--- config.mk ---
export PLATFORM = sky130hd
export DESIGN_NAME = pic_counter
export DESIGN_NICKNAME = d
export VERILOG_FILES = /design/src/verilog/pic_pkg.sv /design/src/verilog/pic_dec_if.sv /design/src/verilog/pic_dec.sv /design/src/verilog/pic_counter.sv
export SDC_FILE = /design/constraint.sdc
export NUM_CORES = 1
export LEC_CHECK = 0
export ABC_AREA = 1
export BUFFER_PORTS_ARGS = -buffer_cell sky130_fd_sc_hd__buf_2
export CAP_MARGIN = 0
export CORE_MARGIN = 1
export CORE_UTILIZATION = 40
export CTS_BUF_LIST = sky130_fd_sc_hd__clkbuf_8
export DETAILED_ROUTE_END_ITERATION = 16
export HOLD_SLACK_MARGIN = 0.02
export SETUP_SLACK_MARGIN = 0.05
export SYNTH_ARGS = -nofsm -noshare
export SYNTH_HDL_FRONTEND = slang
export SYNTH_SLANG_ARGS = --single-unit
export TNS_END_PERCENT = 1
--- constraint.sdc ---
create_clock -name CLK -period 5.43 [get_ports CLK]
set_clock_uncertainty 0.05 [all_clocks]
set_input_delay 0.2715 -clock CLK [delete_from_list [all_inputs] [get_ports CLK]]
set_output_delay 0.2715 -clock CLK [all_outputs]
set_load 0.005 [all_outputs]
--- src/verilog/pic_pkg.sv ---
// Purpose: shared constants and types for the interval counter
// Assumes: one 16-bit down counter, single system clock
// Notes:   count clock, gate and write strobes are synchronous to CLK

// ============================================================
// constants and types
package pic_pkg;

  localparam int CNT_W      = 16;
  localparam int DIGIT_W    = 4;
  localparam int BCD_DIGITS = 4;
  localparam int MODE_HI    = 2;  // op_mode_select_hi bit position

  // byte_access_field encodings
  localparam logic [1:0] BA_LATCH = 2'h0;
  localparam logic [1:0] BA_LSB   = 2'h1;
  localparam logic [1:0] BA_MSB   = 2'h2;
  localparam logic [1:0] BA_BOTH  = 2'h3;

  // decrement steps
  localparam logic [1:0] STEP_ONE   = 2'h1;
  localparam logic [1:0] STEP_TWO   = 2'h2;
  localparam logic [1:0] STEP_THREE = 2'h3;

  localparam logic [CNT_W-1:0]   CNT_ONE  = 16'h0001;
  localparam logic [CNT_W-1:0]   CNT_TWO  = 16'h0002;
  localparam logic [CNT_W-1:0]   CNT_RST  = 16'h0000;
  localparam logic [DIGIT_W:0]   BCD_TEN  = 5'h0A;
  localparam logic [7:0]         BYTE_ZERO = 8'h00;

  typedef enum logic [2:0] {
    PIC_MODE0 = 3'h0,  // interrupt on terminal count
    PIC_MODE1 = 3'h1,  // retriggerable one-shot
    PIC_MODE2 = 3'h2,  // rate generator
    PIC_MODE3 = 3'h3,  // square wave
    PIC_MODE4 = 3'h4,  // software strobe
    PIC_MODE5 = 3'h5   // hardware strobe
  } pic_mode_e;

  // count load sequence, gray coded along the normal path
  typedef enum logic [1:0] {
    LD_IDLE     = 2'b00,
    LD_WAIT_MSB = 2'b01,
    LD_PEND     = 2'b11,
    LD_ARMED    = 2'b10
  } pic_load_e;

endpackage : pic_pkg

--- src/verilog/pic_dec_if.sv ---
// Purpose: carrier between the counter and its decrement unit
// Assumes: purely combinational use
// Notes:   step is 1, 2 or 3

// ============================================================
// decrement request and result
interface pic_dec_if;
  import pic_pkg::*;

  logic [CNT_W-1:0] value;   // current count
  logic             bcd;     // four-decade decimal when high
  logic [1:0]       step;    // amount to subtract
  logic [CNT_W-1:0] result;  // wrapped difference

  modport user (output value, output bcd, output step, input result);
  modport unit (input value, input bcd, input step, output result);

endinterface : pic_dec_if

--- src/verilog/pic_dec.sv ---
// Purpose: subtract 1..3 from the count in binary or decimal
// Assumes: decimal operand holds valid digits
// Notes:   both encodings wrap below zero (0 - 1 gives all nines in decimal, all ones in binary)

// ============================================================
// decrement unit
module pic_dec
  import pic_pkg::*;
(
  pic_dec_if.unit dec  // request and result
);

  logic [BCD_DIGITS:0] borrow;
  logic [CNT_W-1:0]    bcd_res;

  assign borrow[0] = 1'b0;

  // one digit stage per decade, borrow ripples upward
  for (genvar i = 0; i < BCD_DIGITS; i++)
  begin : g_digit
    logic [DIGIT_W:0] sub;
    logic [DIGIT_W:0] diff;
    assign sub  = (i == 0) ? {3'b000, dec.step} : '0;
    assign diff = {1'b0, dec.value[i*DIGIT_W +: DIGIT_W]} - sub - {4'b0000, borrow[i]};
    assign borrow[i+1] = diff[DIGIT_W];
    assign bcd_res[i*DIGIT_W +: DIGIT_W] = diff[DIGIT_W] ? DIGIT_W'(diff + BCD_TEN)
                                                          : diff[DIGIT_W-1:0];
  end

  assign dec.result = dec.bcd ? bcd_res : CNT_W'(dec.value - {14'b0, dec.step});

endmodule : pic_dec

--- src/verilog/pic_counter.sv ---
// Purpose: one presettable 16-bit down counter with six modes
// Assumes: CNT_CLK and GATE are synchronous to CLK and much slower
// Notes:   counting happens on sampled falling edges of CNT_CLK
//
// Overview of operation
// - mode 0: output low after set, counting
// - mode 0: high at terminal count until rewritten
// - mode 0: keeps decrementing past terminal count
// - mode 0: first byte halts, second restarts
// - mode 1: gate rise drops output, TC raises
// - mode 1: new count waits for next trigger
// - mode 1: each gate rise retriggers full count
// - mode 1: count readable without disturbing pulse
// - mode 2: divide by N, one-clock low
// - modes 2,3: reload waits for period end (mode 2) or half-period end (mode 3)
// - mode 2: gate low forces high, rise restarts
// - mode 2: output high until count loaded
// - mode 3 even: step two, toggle, reload
// - mode 3 odd: steps one/three, unequal halves
// - mode 4: load starts count, one-clock strobe
// - mode 4: low gate suspends counting
// - mode 4: reload restarts with new value
// - mode 5: gate rise starts, one-clock strobe
// - mode 5: retrigger restarts full count
// - mode field selects 0-5, top bit ignored when bit 1 is set (6, 7 act as 2, 3)
// - count enters after rise then fall

// ============================================================
// counter top
module pic_counter
  import pic_pkg::*;
(
  input  wire logic             CLK,                // system clock
  input  wire logic             RST_B,              // async reset, active low
  input  wire logic             MODE_WR,            // control word write strobe
  input  wire logic [2:0]       MODE_SEL,           // operating mode field
  input  wire logic             BCD_SEL,            // decimal counting select
  input  wire logic [1:0]       BYTE_ACCESS_FIELD,  // count byte load order
  input  wire logic             DATA_WR,            // count byte write strobe
  input  wire logic [7:0]       DATA_IN,            // count byte
  input  wire logic             CNT_CLK,            // count clock input
  input  wire logic             GATE,               // gate or trigger input
  output logic                  OUT,                // counter output
  output logic [CNT_W-1:0]      COUNT,              // live count value
  output logic                  NULL_COUNT          // written count not yet in use
);

  // ============================================================
  // declarations
  pic_mode_e        mode;
  pic_mode_e        next_mode;
  pic_load_e        ld_state;
  logic             bcd;
  logic [1:0]       byte_access_field;
  logic             cnt_clk_q;
  logic             gate_q;
  logic             clk_rise;
  logic             clk_fall;
  logic             gate_rise;
  logic             trig;
  logic             load_now;
  logic             halt;
  logic             running;
  logic             strobe_used;
  logic             out;
  logic             mode_set;
  logic [CNT_W-1:0] staged;
  logic [CNT_W-1:0] cr;
  logic [CNT_W-1:0] cr_val;
  logic [CNT_W-1:0] ce;
  logic [1:0]       step;
  logic             sq_tc;
  logic             gated_mode;

  pic_dec_if dec_bus ();

  // ============================================================
  // decrement unit
  pic_dec u_dec (
    .dec (dec_bus.unit)
  );

  assign dec_bus.value = ce;
  assign dec_bus.bcd   = bcd;
  assign dec_bus.step  = step;

  // odd count: first high-phase clock takes one, first low-phase clock takes three
  always_comb
  begin
    step = STEP_ONE;
    if (mode == PIC_MODE3)
    begin
      if (!ce[0])
        step = STEP_TWO;
      else if (out)
        step = STEP_ONE;
      else
        step = STEP_THREE;
    end
  end

  assign sq_tc = (ce == {14'b0, step});

  // ============================================================
  // edge detection
  // inputs are synchronous, so a single sample register is enough
  always_ff @(posedge CLK or negedge RST_B)
  begin
    if (!RST_B)
    begin
      cnt_clk_q <= 1'b0;
      gate_q    <= 1'b0;
    end
    else
    begin
      cnt_clk_q <= CNT_CLK;
      gate_q    <= GATE;
    end
  end

  assign clk_rise  = CNT_CLK & ~cnt_clk_q;
  assign clk_fall  = ~CNT_CLK & cnt_clk_q;
  assign gate_rise = GATE & ~gate_q;

  // a gate rise is held until the next counting edge consumes it;
  // a rise in the consuming cycle is kept
  always_ff @(posedge CLK or negedge RST_B)
  begin
    if (!RST_B)
      trig <= 1'b0;
    else if (mode_set)
      trig <= gate_rise;
    else
      trig <= gate_rise | (trig & ~clk_fall);
  end

  // ============================================================
  // control word
  // the latch command shares the strobe and is not a mode set
  assign mode_set = MODE_WR & (BYTE_ACCESS_FIELD != BA_LATCH);

  always_comb
  begin
    if (MODE_SEL[1])
      next_mode = pic_mode_e'({1'b0, MODE_SEL[1:0]});
    else
      next_mode = pic_mode_e'(MODE_SEL);
  end

  always_ff @(posedge CLK or negedge RST_B)
  begin
    if (!RST_B)
    begin
      mode              <= PIC_MODE0;
      bcd               <= 1'b0;
      byte_access_field <= BA_LSB;
    end
    else if (mode_set)
    begin
      mode              <= next_mode;
      bcd               <= BCD_SEL;
      byte_access_field <= BYTE_ACCESS_FIELD;
    end
  end

  // ============================================================
  // count byte loading
  always_ff @(posedge CLK or negedge RST_B)
  begin
    if (!RST_B)
    begin
      ld_state <= LD_IDLE;
      staged   <= CNT_RST;
    end
    else if (mode_set)
      ld_state <= LD_IDLE;
    else if (DATA_WR)
    begin
      case (byte_access_field)
        BA_LSB:
        begin
          staged   <= {BYTE_ZERO, DATA_IN};
          ld_state <= LD_PEND;
        end
        BA_MSB:
        begin
          staged   <= {DATA_IN, BYTE_ZERO};
          ld_state <= LD_PEND;
        end
        BA_BOTH:
        begin
          if (ld_state == LD_WAIT_MSB)
          begin
            staged[15:8] <= DATA_IN;
            ld_state     <= LD_PEND;
          end
          else
          begin
            staged[7:0] <= DATA_IN;
            ld_state    <= LD_WAIT_MSB;
          end
        end
        default:
          ld_state <= ld_state;
      endcase
    end
    else
    begin
      case (ld_state)
        LD_PEND:
          if (clk_rise)
            ld_state <= LD_ARMED;
        LD_ARMED:
          if (clk_fall)
            ld_state <= LD_IDLE;
        default:
          ld_state <= ld_state;
      endcase
    end
  end

  // a second write in the armed window restarts the sequence, so load_now
  // never fires on a half-written value
  assign load_now   = (ld_state == LD_ARMED) & clk_fall & ~DATA_WR & ~mode_set;
  assign cr_val     = load_now ? staged : cr;
  assign NULL_COUNT = (ld_state != LD_IDLE);

  always_ff @(posedge CLK or negedge RST_B)
  begin
    if (!RST_B)
      cr <= CNT_RST;
    else if (load_now)
      cr <= staged;
  end

  // first byte of a two-byte rewrite freezes a mode 0 count
  always_ff @(posedge CLK or negedge RST_B)
  begin
    if (!RST_B)
      halt <= 1'b0;
    else if (mode_set || load_now)
      halt <= 1'b0;
    else if (DATA_WR && mode == PIC_MODE0 && byte_access_field == BA_BOTH && ld_state != LD_WAIT_MSB)
      halt <= 1'b1;
  end

  // ============================================================
  // mode engine
  assign gated_mode = (mode == PIC_MODE2) || (mode == PIC_MODE3);

  always_ff @(posedge CLK or negedge RST_B)
  begin
    if (!RST_B)
    begin
      out         <= 1'b1;
      ce          <= CNT_RST;
      running     <= 1'b0;
      strobe_used <= 1'b1;
    end
    else if (mode_set)
    begin
      out         <= (next_mode != PIC_MODE0);
      running     <= 1'b0;
      strobe_used <= 1'b1;
    end
    // a first load under a low gate must still arm the counter, or the gate rise finds nothing to restart
    else if (gated_mode && !GATE && !(load_now && !running))
      out <= 1'b1;
    else if (clk_fall)
    begin
      case (mode)
        PIC_MODE0:
        begin
          if (load_now)
          begin
            ce      <= staged;
            out     <= 1'b0;
            running <= 1'b1;
          end
          else if (running && !halt)
          begin
            ce <= dec_bus.result;
            if (ce == CNT_ONE)
              out <= 1'b1;
          end
        end
        PIC_MODE1:
        begin
          // a load only updates cr; the pulse in flight keeps its length
          if (trig)
          begin
            ce      <= cr_val;
            out     <= 1'b0;
            running <= 1'b1;
          end
          else if (running)
          begin
            ce <= dec_bus.result;
            if (ce == CNT_ONE)
              out <= 1'b1;
          end
        end
        PIC_MODE2:
        begin
          if (load_now && !running)
          begin
            ce      <= staged;
            out     <= 1'b1;
            running <= 1'b1;
          end
          else if (trig && running)
          begin
            ce  <= cr_val;
            out <= 1'b1;
          end
          else if (running)
          begin
            if (ce == CNT_ONE)
            begin
              ce  <= cr_val;
              out <= 1'b1;
            end
            else
            begin
              ce  <= dec_bus.result;
              out <= (ce != CNT_TWO);
            end
          end
        end
        PIC_MODE3:
        begin
          if (load_now && !running)
          begin
            ce      <= staged;
            out     <= 1'b1;
            running <= 1'b1;
          end
          else if (trig && running)
          begin
            ce  <= cr_val;
            out <= 1'b1;
          end
          else if (running)
          begin
            if (sq_tc)
            begin
              ce  <= cr_val;
              out <= ~out;
            end
            else
              ce <= dec_bus.result;
          end
        end
        PIC_MODE4:
        begin
          if (load_now)
          begin
            ce          <= staged;
            out         <= 1'b1;
            running     <= 1'b1;
            strobe_used <= 1'b0;
          end
          else if (running && GATE)
          begin
            ce <= dec_bus.result;
            if (ce == CNT_ONE && !strobe_used)
            begin
              out         <= 1'b0;
              strobe_used <= 1'b1;
            end
            else
              out <= 1'b1;
          end
          else
            out <= 1'b1;
        end
        PIC_MODE5:
        begin
          if (trig)
          begin
            ce          <= cr_val;
            out         <= 1'b1;
            running     <= 1'b1;
            strobe_used <= 1'b0;
          end
          else if (running)
          begin
            ce <= dec_bus.result;
            if (ce == CNT_ONE && !strobe_used)
            begin
              out         <= 1'b0;
              strobe_used <= 1'b1;
            end
            else
              out <= 1'b1;
          end
        end
        default:
          out <= 1'b1;
      endcase
    end
  end

  // ============================================================
  // outputs
  // count is the live element, sampled at any time without side effects
  assign OUT   = out;
  assign COUNT = ce;

endmodule : pic_counter

Yosys cells after proc, flatten, opt, wreduce, memory -nomap -nowiden
Cells that the tools add are included.
{"block": "totals", "regBits": 63, "input_bits": 20, "out_inout_bits": 18, "elab_cells": 194}
{"block": "classes", "addsub": 9, "n_eq_ne": 37, "mux": 76, "n_bitwise": 17, "reduce_logical": 40}
{"operator": "$mux W16", "count": 16}
{"operator": "$pmux W16 S5", "count": 1}
{"operator": "$pmux W16 S3", "count": 1}
{"operator": "$mux W1", "count": 38}
{"operator": "$ne A6 B3 Y1 const B", "count": 3}
{"operator": "$add A4 B4 Y4 const B", "count": 4}
{"operator": "$eq A16 B1 Y1 const B", "count": 1}
{"operator": "$eq A16 B2 Y1", "count": 1}
{"operator": "$mux W2", "count": 8}
{"operator": "$mux W4", "count": 4}
{"operator": "$mux W8", "count": 2}
{"operator": "$ne A16 B2 Y1 const B", "count": 1}
{"operator": "$ne A4 B4 Y1 const B", "count": 4}
{"operator": "$sub A16 B2 Y16", "count": 1}
{"operator": "$sub A4 B1 Y5", "count": 3}
{"operator": "$ne A3 B1 Y1 const B", "count": 4}
{"operator": "$ne A4 B2 Y1 const B", "count": 3}
{"operator": "$reduce_and A4 Y1", "count": 3}
{"operator": "$reduce_bool A3 Y1", "count": 4}
{"operator": "$logic_and A1 B1 Y1", "count": 10}
{"operator": "$ne A5 B5 Y1 const B", "count": 2}
{"operator": "$reduce_and A9 Y1", "count": 1}
{"operator": "$and A1 B1 Y1", "count": 8}
{"operator": "$eq A2 B2 Y1 const B", "count": 4}
{"operator": "other kinds (27)", "count": 52}

Logic depth before layout (Yosys ltp)
{"block": "depth", "word_depth": 15, "mapped_depth": 27}

Cells and area by module
Synthesis repeated with hierarchy kept, for this count alone.
{"block": "unflattened", "cells_unflattened": 919, "area_unflattened_um2": 5540.3}
{"mod": "pic_counter", "instances": 1, "cells_per_inst": 729, "area_per_inst_um2": 4553.1, "seq_area_each_um2": 1580.3}
{"mod": "pic_dec", "instances": 1, "cells_per_inst": 190, "area_per_inst_um2": 987.2, "seq_area_each_um2": 0.0}

Worst setup path before layout
Ideal clock, no wire load.
{"block": "synth_timing", "path_kind": "register to register", "startpoint": "reg mode[2]", "endpoint": "reg ce[14] (netlist: COUNT[14])", "setup_ns": 0.117, "arrival_ns": 3.871, "required_ns": 5.263, "setup_slack_ns": 1.393, "stages_incl_launch_ff": 27, "n_path_buf": 0, "period_less_slack_ns": 4.037, "path_cell_list": "dfrtp_1 > inv_2 > nand3_1 > inv_1 > o21ai_0 > fa_1 > nor2_1 > ha_1 > ha_1 > nand2_1 > inv_1 > ha_1 > ha_1 > nand2_1 > inv_1 > ha_1 > ha_1 > xor2_1 > ha_1 > o21ai_0 > nand2_1 > nand2_1 > nor2_1 > o21ai_1 > nand2_1 > nand2_1 > nand2_1"}
{"block": "synth_between", "elab_chain_len": 14, "word_cells_on_any_way": 43, "cone_classes": "add/sub (6); eq/ne (11); mux (18); bitwise (1); reduce/logical (7)"}
{"element": "start, declared", "line": "pic_counter.sv:50", "rtl": "pic_mode_e mode;"}
{"element": "start signal, assigned", "line": "pic_counter.sv:160", "rtl": "mode <= next_mode;"}
{"element": "$eq A3 B2 Y1", "line": "pic_counter.sv:91, pic_counter.sv:249, pic_counter.sv:271"}
{"element": "$mux W2", "line": "pic_counter.sv:91", "rtl": "if (mode == PIC_MODE3)"}
{"element": "$sub A4 B2 Y5", "line": "pic_dec.sv:24", "rtl": "assign diff = {1'b0, dec.value[i*DIGIT_W +: DIGIT_W]} - sub - {4'b0000, borrow[i]};"}
{"element": "$sub A4 B1 Y5 (3 in series)", "line": "pic_dec.sv:24"}
{"element": "$add A4 B4 Y4", "line": "pic_dec.sv:26", "rtl": "assign bcd_res[i*DIGIT_W +: DIGIT_W] = diff[DIGIT_W] ? DIGIT_W'(diff + BCD_TEN)"}
{"element": "$mux W4", "line": "pic_dec.sv:26"}
{"element": "$mux W16", "line": "pic_dec.sv:30", "rtl": "assign dec.result = dec.bcd ? bcd_res : CNT_W'(dec.value - {14'b0, dec.step});"}
{"element": "$mux W16 (on tied branches)", "line": "pic_counter.sv:345, pic_counter.sv:318"}
{"element": "$mux W16 (on tied branches)", "line": "pic_counter.sv:343, pic_counter.sv:316"}
{"element": "$mux W16 (on tied branches)", "line": "pic_counter.sv:338, pic_counter.sv:311"}
{"element": "$mux W16 (on tied branches)", "line": "pic_counter.sv:332, pic_counter.sv:305"}
{"element": "$pmux W16 S5", "line": "pic_counter.sv:271", "rtl": "case (mode)"}
{"element": "end signal, assigned", "line": "pic_counter.sv:334", "rtl": "ce <= staged;"}
{"element": "end signal, assigned", "line": "pic_counter.sv:340", "rtl": "ce <= cr_val;"}
{"element": "end signal, assigned", "line": "pic_counter.sv:347", "rtl": "ce <= cr_val;"}
{"element": "end, declared", "line": "pic_counter.sv:70", "rtl": "logic [CNT_W-1:0] ce;"}
Parallel ways exist; a longest one is shown, timed or not. The select of a mux whose other input is x is not followed.
A chain may end at the register's enable or synchronous reset.

Worst setup path in the final report
Same ends and word-level chain as after synthesis.

==> qor.yml <==
status: "complete, no violations"
clock-sinks: 63
critPathCaptureType: "flop"
required_ns: 5.63
clkTransAtPathRegs_ns: 0.07
synth_area_um2: 4940
synthDistinctLibCells: 50
grt_overflow_total: 0
drc: 0
portBuffers: 37
grt_max_degree: 64
mappedNetlistNets: 781
drive_gt1_frac: 0.129
via_count: 4939
grt_pass1_wl_um: 23500
pwr_density_cell_nw_per_um2: 481
syn_avg_cell_area_um2: 6.63
fin_setup_tns_ns: 0
synth-main-ff-cell: "dfrtp_1"
root_buffer: "clkbuf_8"
grtUsageMet1: 0.347
syn_inst: 745
num_rows: 40
finalCritPeriodShare: 0.841
slew_viol_final: 0
synth_top_area_cell: "dfrtp_1"
peakVddDrop_mv: 0.161
pin_count: 38
finalSetupViolCount: 0
viasPerCell: 5.34
yosysWarningCount: 0
dpl.hpwl_um: 10200
yosys_register_bits: 63
critPathLaunchType: "flop"
clock_latency_ns: 0.36
use_met2: 0.353
synth-edff-count: 0
drt_wl_total_um: 14100
dieHeight_um: 113
synth_top_area_frac: 0.304
hold_class: "in -> async"
fillCellCount: 1242
numCtsBuffers: 9
cp.arrival_ns: 4.77
total_power_uw: 2630
wl_per_cell_um: 15.3
synthArstFlopShare: 1.00
drv_cap: 0
fmax_ghz: 0.219
grt_pass1_vias: 4523
drt_iter0_markers: 517
relSlewSlack: 0.116
dr.pass1.iters: 5
antenna_found_initial: 0
cts_tree: "done"
cts_setup_buffers: 0
cp_max_fo: 7
leakage_uw: 0.00281
post-synth-top-count-cell: "nand2_1"
hold_viol: 0
cts_max_path_buffers: 2
ys_seq_area_frac: 0.320
final.min_clock_period_ns: 4.57
gr-usage-met3: 0.0412
cts_resized: 0
die_area_um2: 12800
antennaDiodeCount: 0
fin_nets: 809
postRouteAntennaNets: 0
worst-slew-pin-transition_ns: 1.32
start_util: 0.411
core_um2: 12000
synth_common_cells: "258 x nand2_1, 76 x inv_1, 72 x nand3_1, 60 x dfrtp_1, 60 x nor2_1"
critPathKind: "reg -> reg"
die_x_um: 113
syn2layout_area_growth_pct: 10.8
track_usage: 0.236
rsz0062_at_grt: "false"
gp_congestion: 0.907
ctsHtreeMaxLevel: 3
synthTopCellsByArea: "dfrtp_1 30%, nand2_1 20%, nand3_1 7.3%, inv_1 5.8%, o21ai_0 5.7%"
busiest_layer: "met2"
[report_power, final]
part	internal, µW	switching [µW]
registers	628	151
logic	437	840
clock network	376	199
total	1440	1190
[worst paths after layout]
| check | startpoint | endpoint | slack, ns | cells past startpoint |
|---|---|---|---|---|
| worst max-delay path | mode[2]$_DFFE_PN0P_ | COUNT[14]$_DFFE_PN0P_ | 0.86 | 26 |
| worst min-delay path | RST_B | ld_state[1]$_DFFE_PN0P_ | 0.04 | 2 |
| worst max register to register | mode[2]$_DFFE_PN0P_ | COUNT[14]$_DFFE_PN0P_ | 0.86 | 26 |
| worst min register to register | gate_q$_DFF_PN0_ | trig$_DFF_PN0_ | 0.37 | 1 |
| max in group asynchronous | RST_B | COUNT[8]$_DFFE_PN0P_ | 4.72 | 2 |
| min in group CLK | BCD_SEL | bcd$_DFFE_PN0P_ | 0.08 | 3 |
[final cells by class]
class / instances / area, µm² / share of cell area
multi-input cells: 576 / 2910 / 0.531
well taps: 147 / 184 / 0.0336
repair buffers: 40 / 213 / 0.0388
flip-flops and latches: 63 / 1580 / 0.289
clock buffers: 11 / 151 / 0.0277
inverters: 83 / 312 / 0.0569
clock inverters: 5 / 128 / 0.0233
[cell families (layout without fill, tap and decap cells)]
kind of cell	Yosys count	in the layout	synth area share
DFF	63	63	0.320
adders and majority gates	16	16	0.0420
AOI/OAI and AO/OA	119	119	0.141
and+or+nand+nor	433	433	0.391
buffers and inverters	106	139	0.0914
xor gates and xnor gates	8	8	0.0142
[per-stage QoR]
step | util | instance area (µm²) | cells | setup slack (ns) | hold slack (ns)
after CTS | 0.456 | 5480 | 925 | 0.896 | 0.0730
final | 0.456 | 5480 | 925 | 0.861 | 0.0425
after detailed placement | 0.431 | 5180 | 907 | 0.932 | 0.359
after global routing | 0.456 | 5480 | 925 | 0.272 | 0.110
after global placement | 0.431 | 5180 | 907 | 1.03 | 0.351
after floorplan | - | 4940 | 745 | 1.39 | -0.0741
[placed cells by master, fill, tap and decap left out, drive strengths merged, types with 7 or more instances in the layout]
| cell type | n |
|---|---|
| a21oi | 29 |
| a31oi | 7 |
| buf | 38 |
| clkbuf | 11 |
| dfrtp | 60 |
| ha | 15 |
| inv | 82 |
| nand2 | 268 |
| nand3 | 74 |
| nor2 | 69 |
| o211ai | 7 |
| o21ai | 69 |
[per-layer routing]
metal  part of all wire  wire (µm)
met5                  0          0
met4              0.012        170
met2               0.42       5990
met1               0.50       7010
met3              0.069        973
[sequential cells by signal (all words and copies together), names as in the netlist]
name / cells
cr: 16
trig: 1
COUNT: 16
mode: 3
strobe_used: 1
OUT: 1
running: 1
bcd: 1
gate_q: 1
cnt_clk_q: 1
halt: 1
staged: 16
byte_access_field: 2
ld_state: 2
[critical path, stage by stage (launching register included)]
cell and delay, ns:
dfrtp_1 0.43, inv_2 0.12, nand3_1 0.11, inv_1 0.15
o21ai_0 0.16, fa_1 0.49, nor2_1 0.24, ha_1 0.22
ha_1 0.19, nand2_1 0.12, inv_1 0.08, ha_1 0.16
ha_1 0.21, nand2_1 0.09, inv_1 0.09, ha_1 0.17
ha_1 0.21, xor2_1 0.20, ha_1 0.25, o21ai_0 0.16
nand2_1 0.09, nand2_1 0.10, nor2_1 0.05, o21ai_1 0.13
nand2_1 0.06, nand2_1 0.05, nand2_1 0.04
[repair_timing]
action                                  4_1_cts  5_1_grt
hold buffers                                  2        0
endpoints found under the setup margin        0        0
hold endpoints to repair                      2        0
Power figures use the tool's default switching activity.
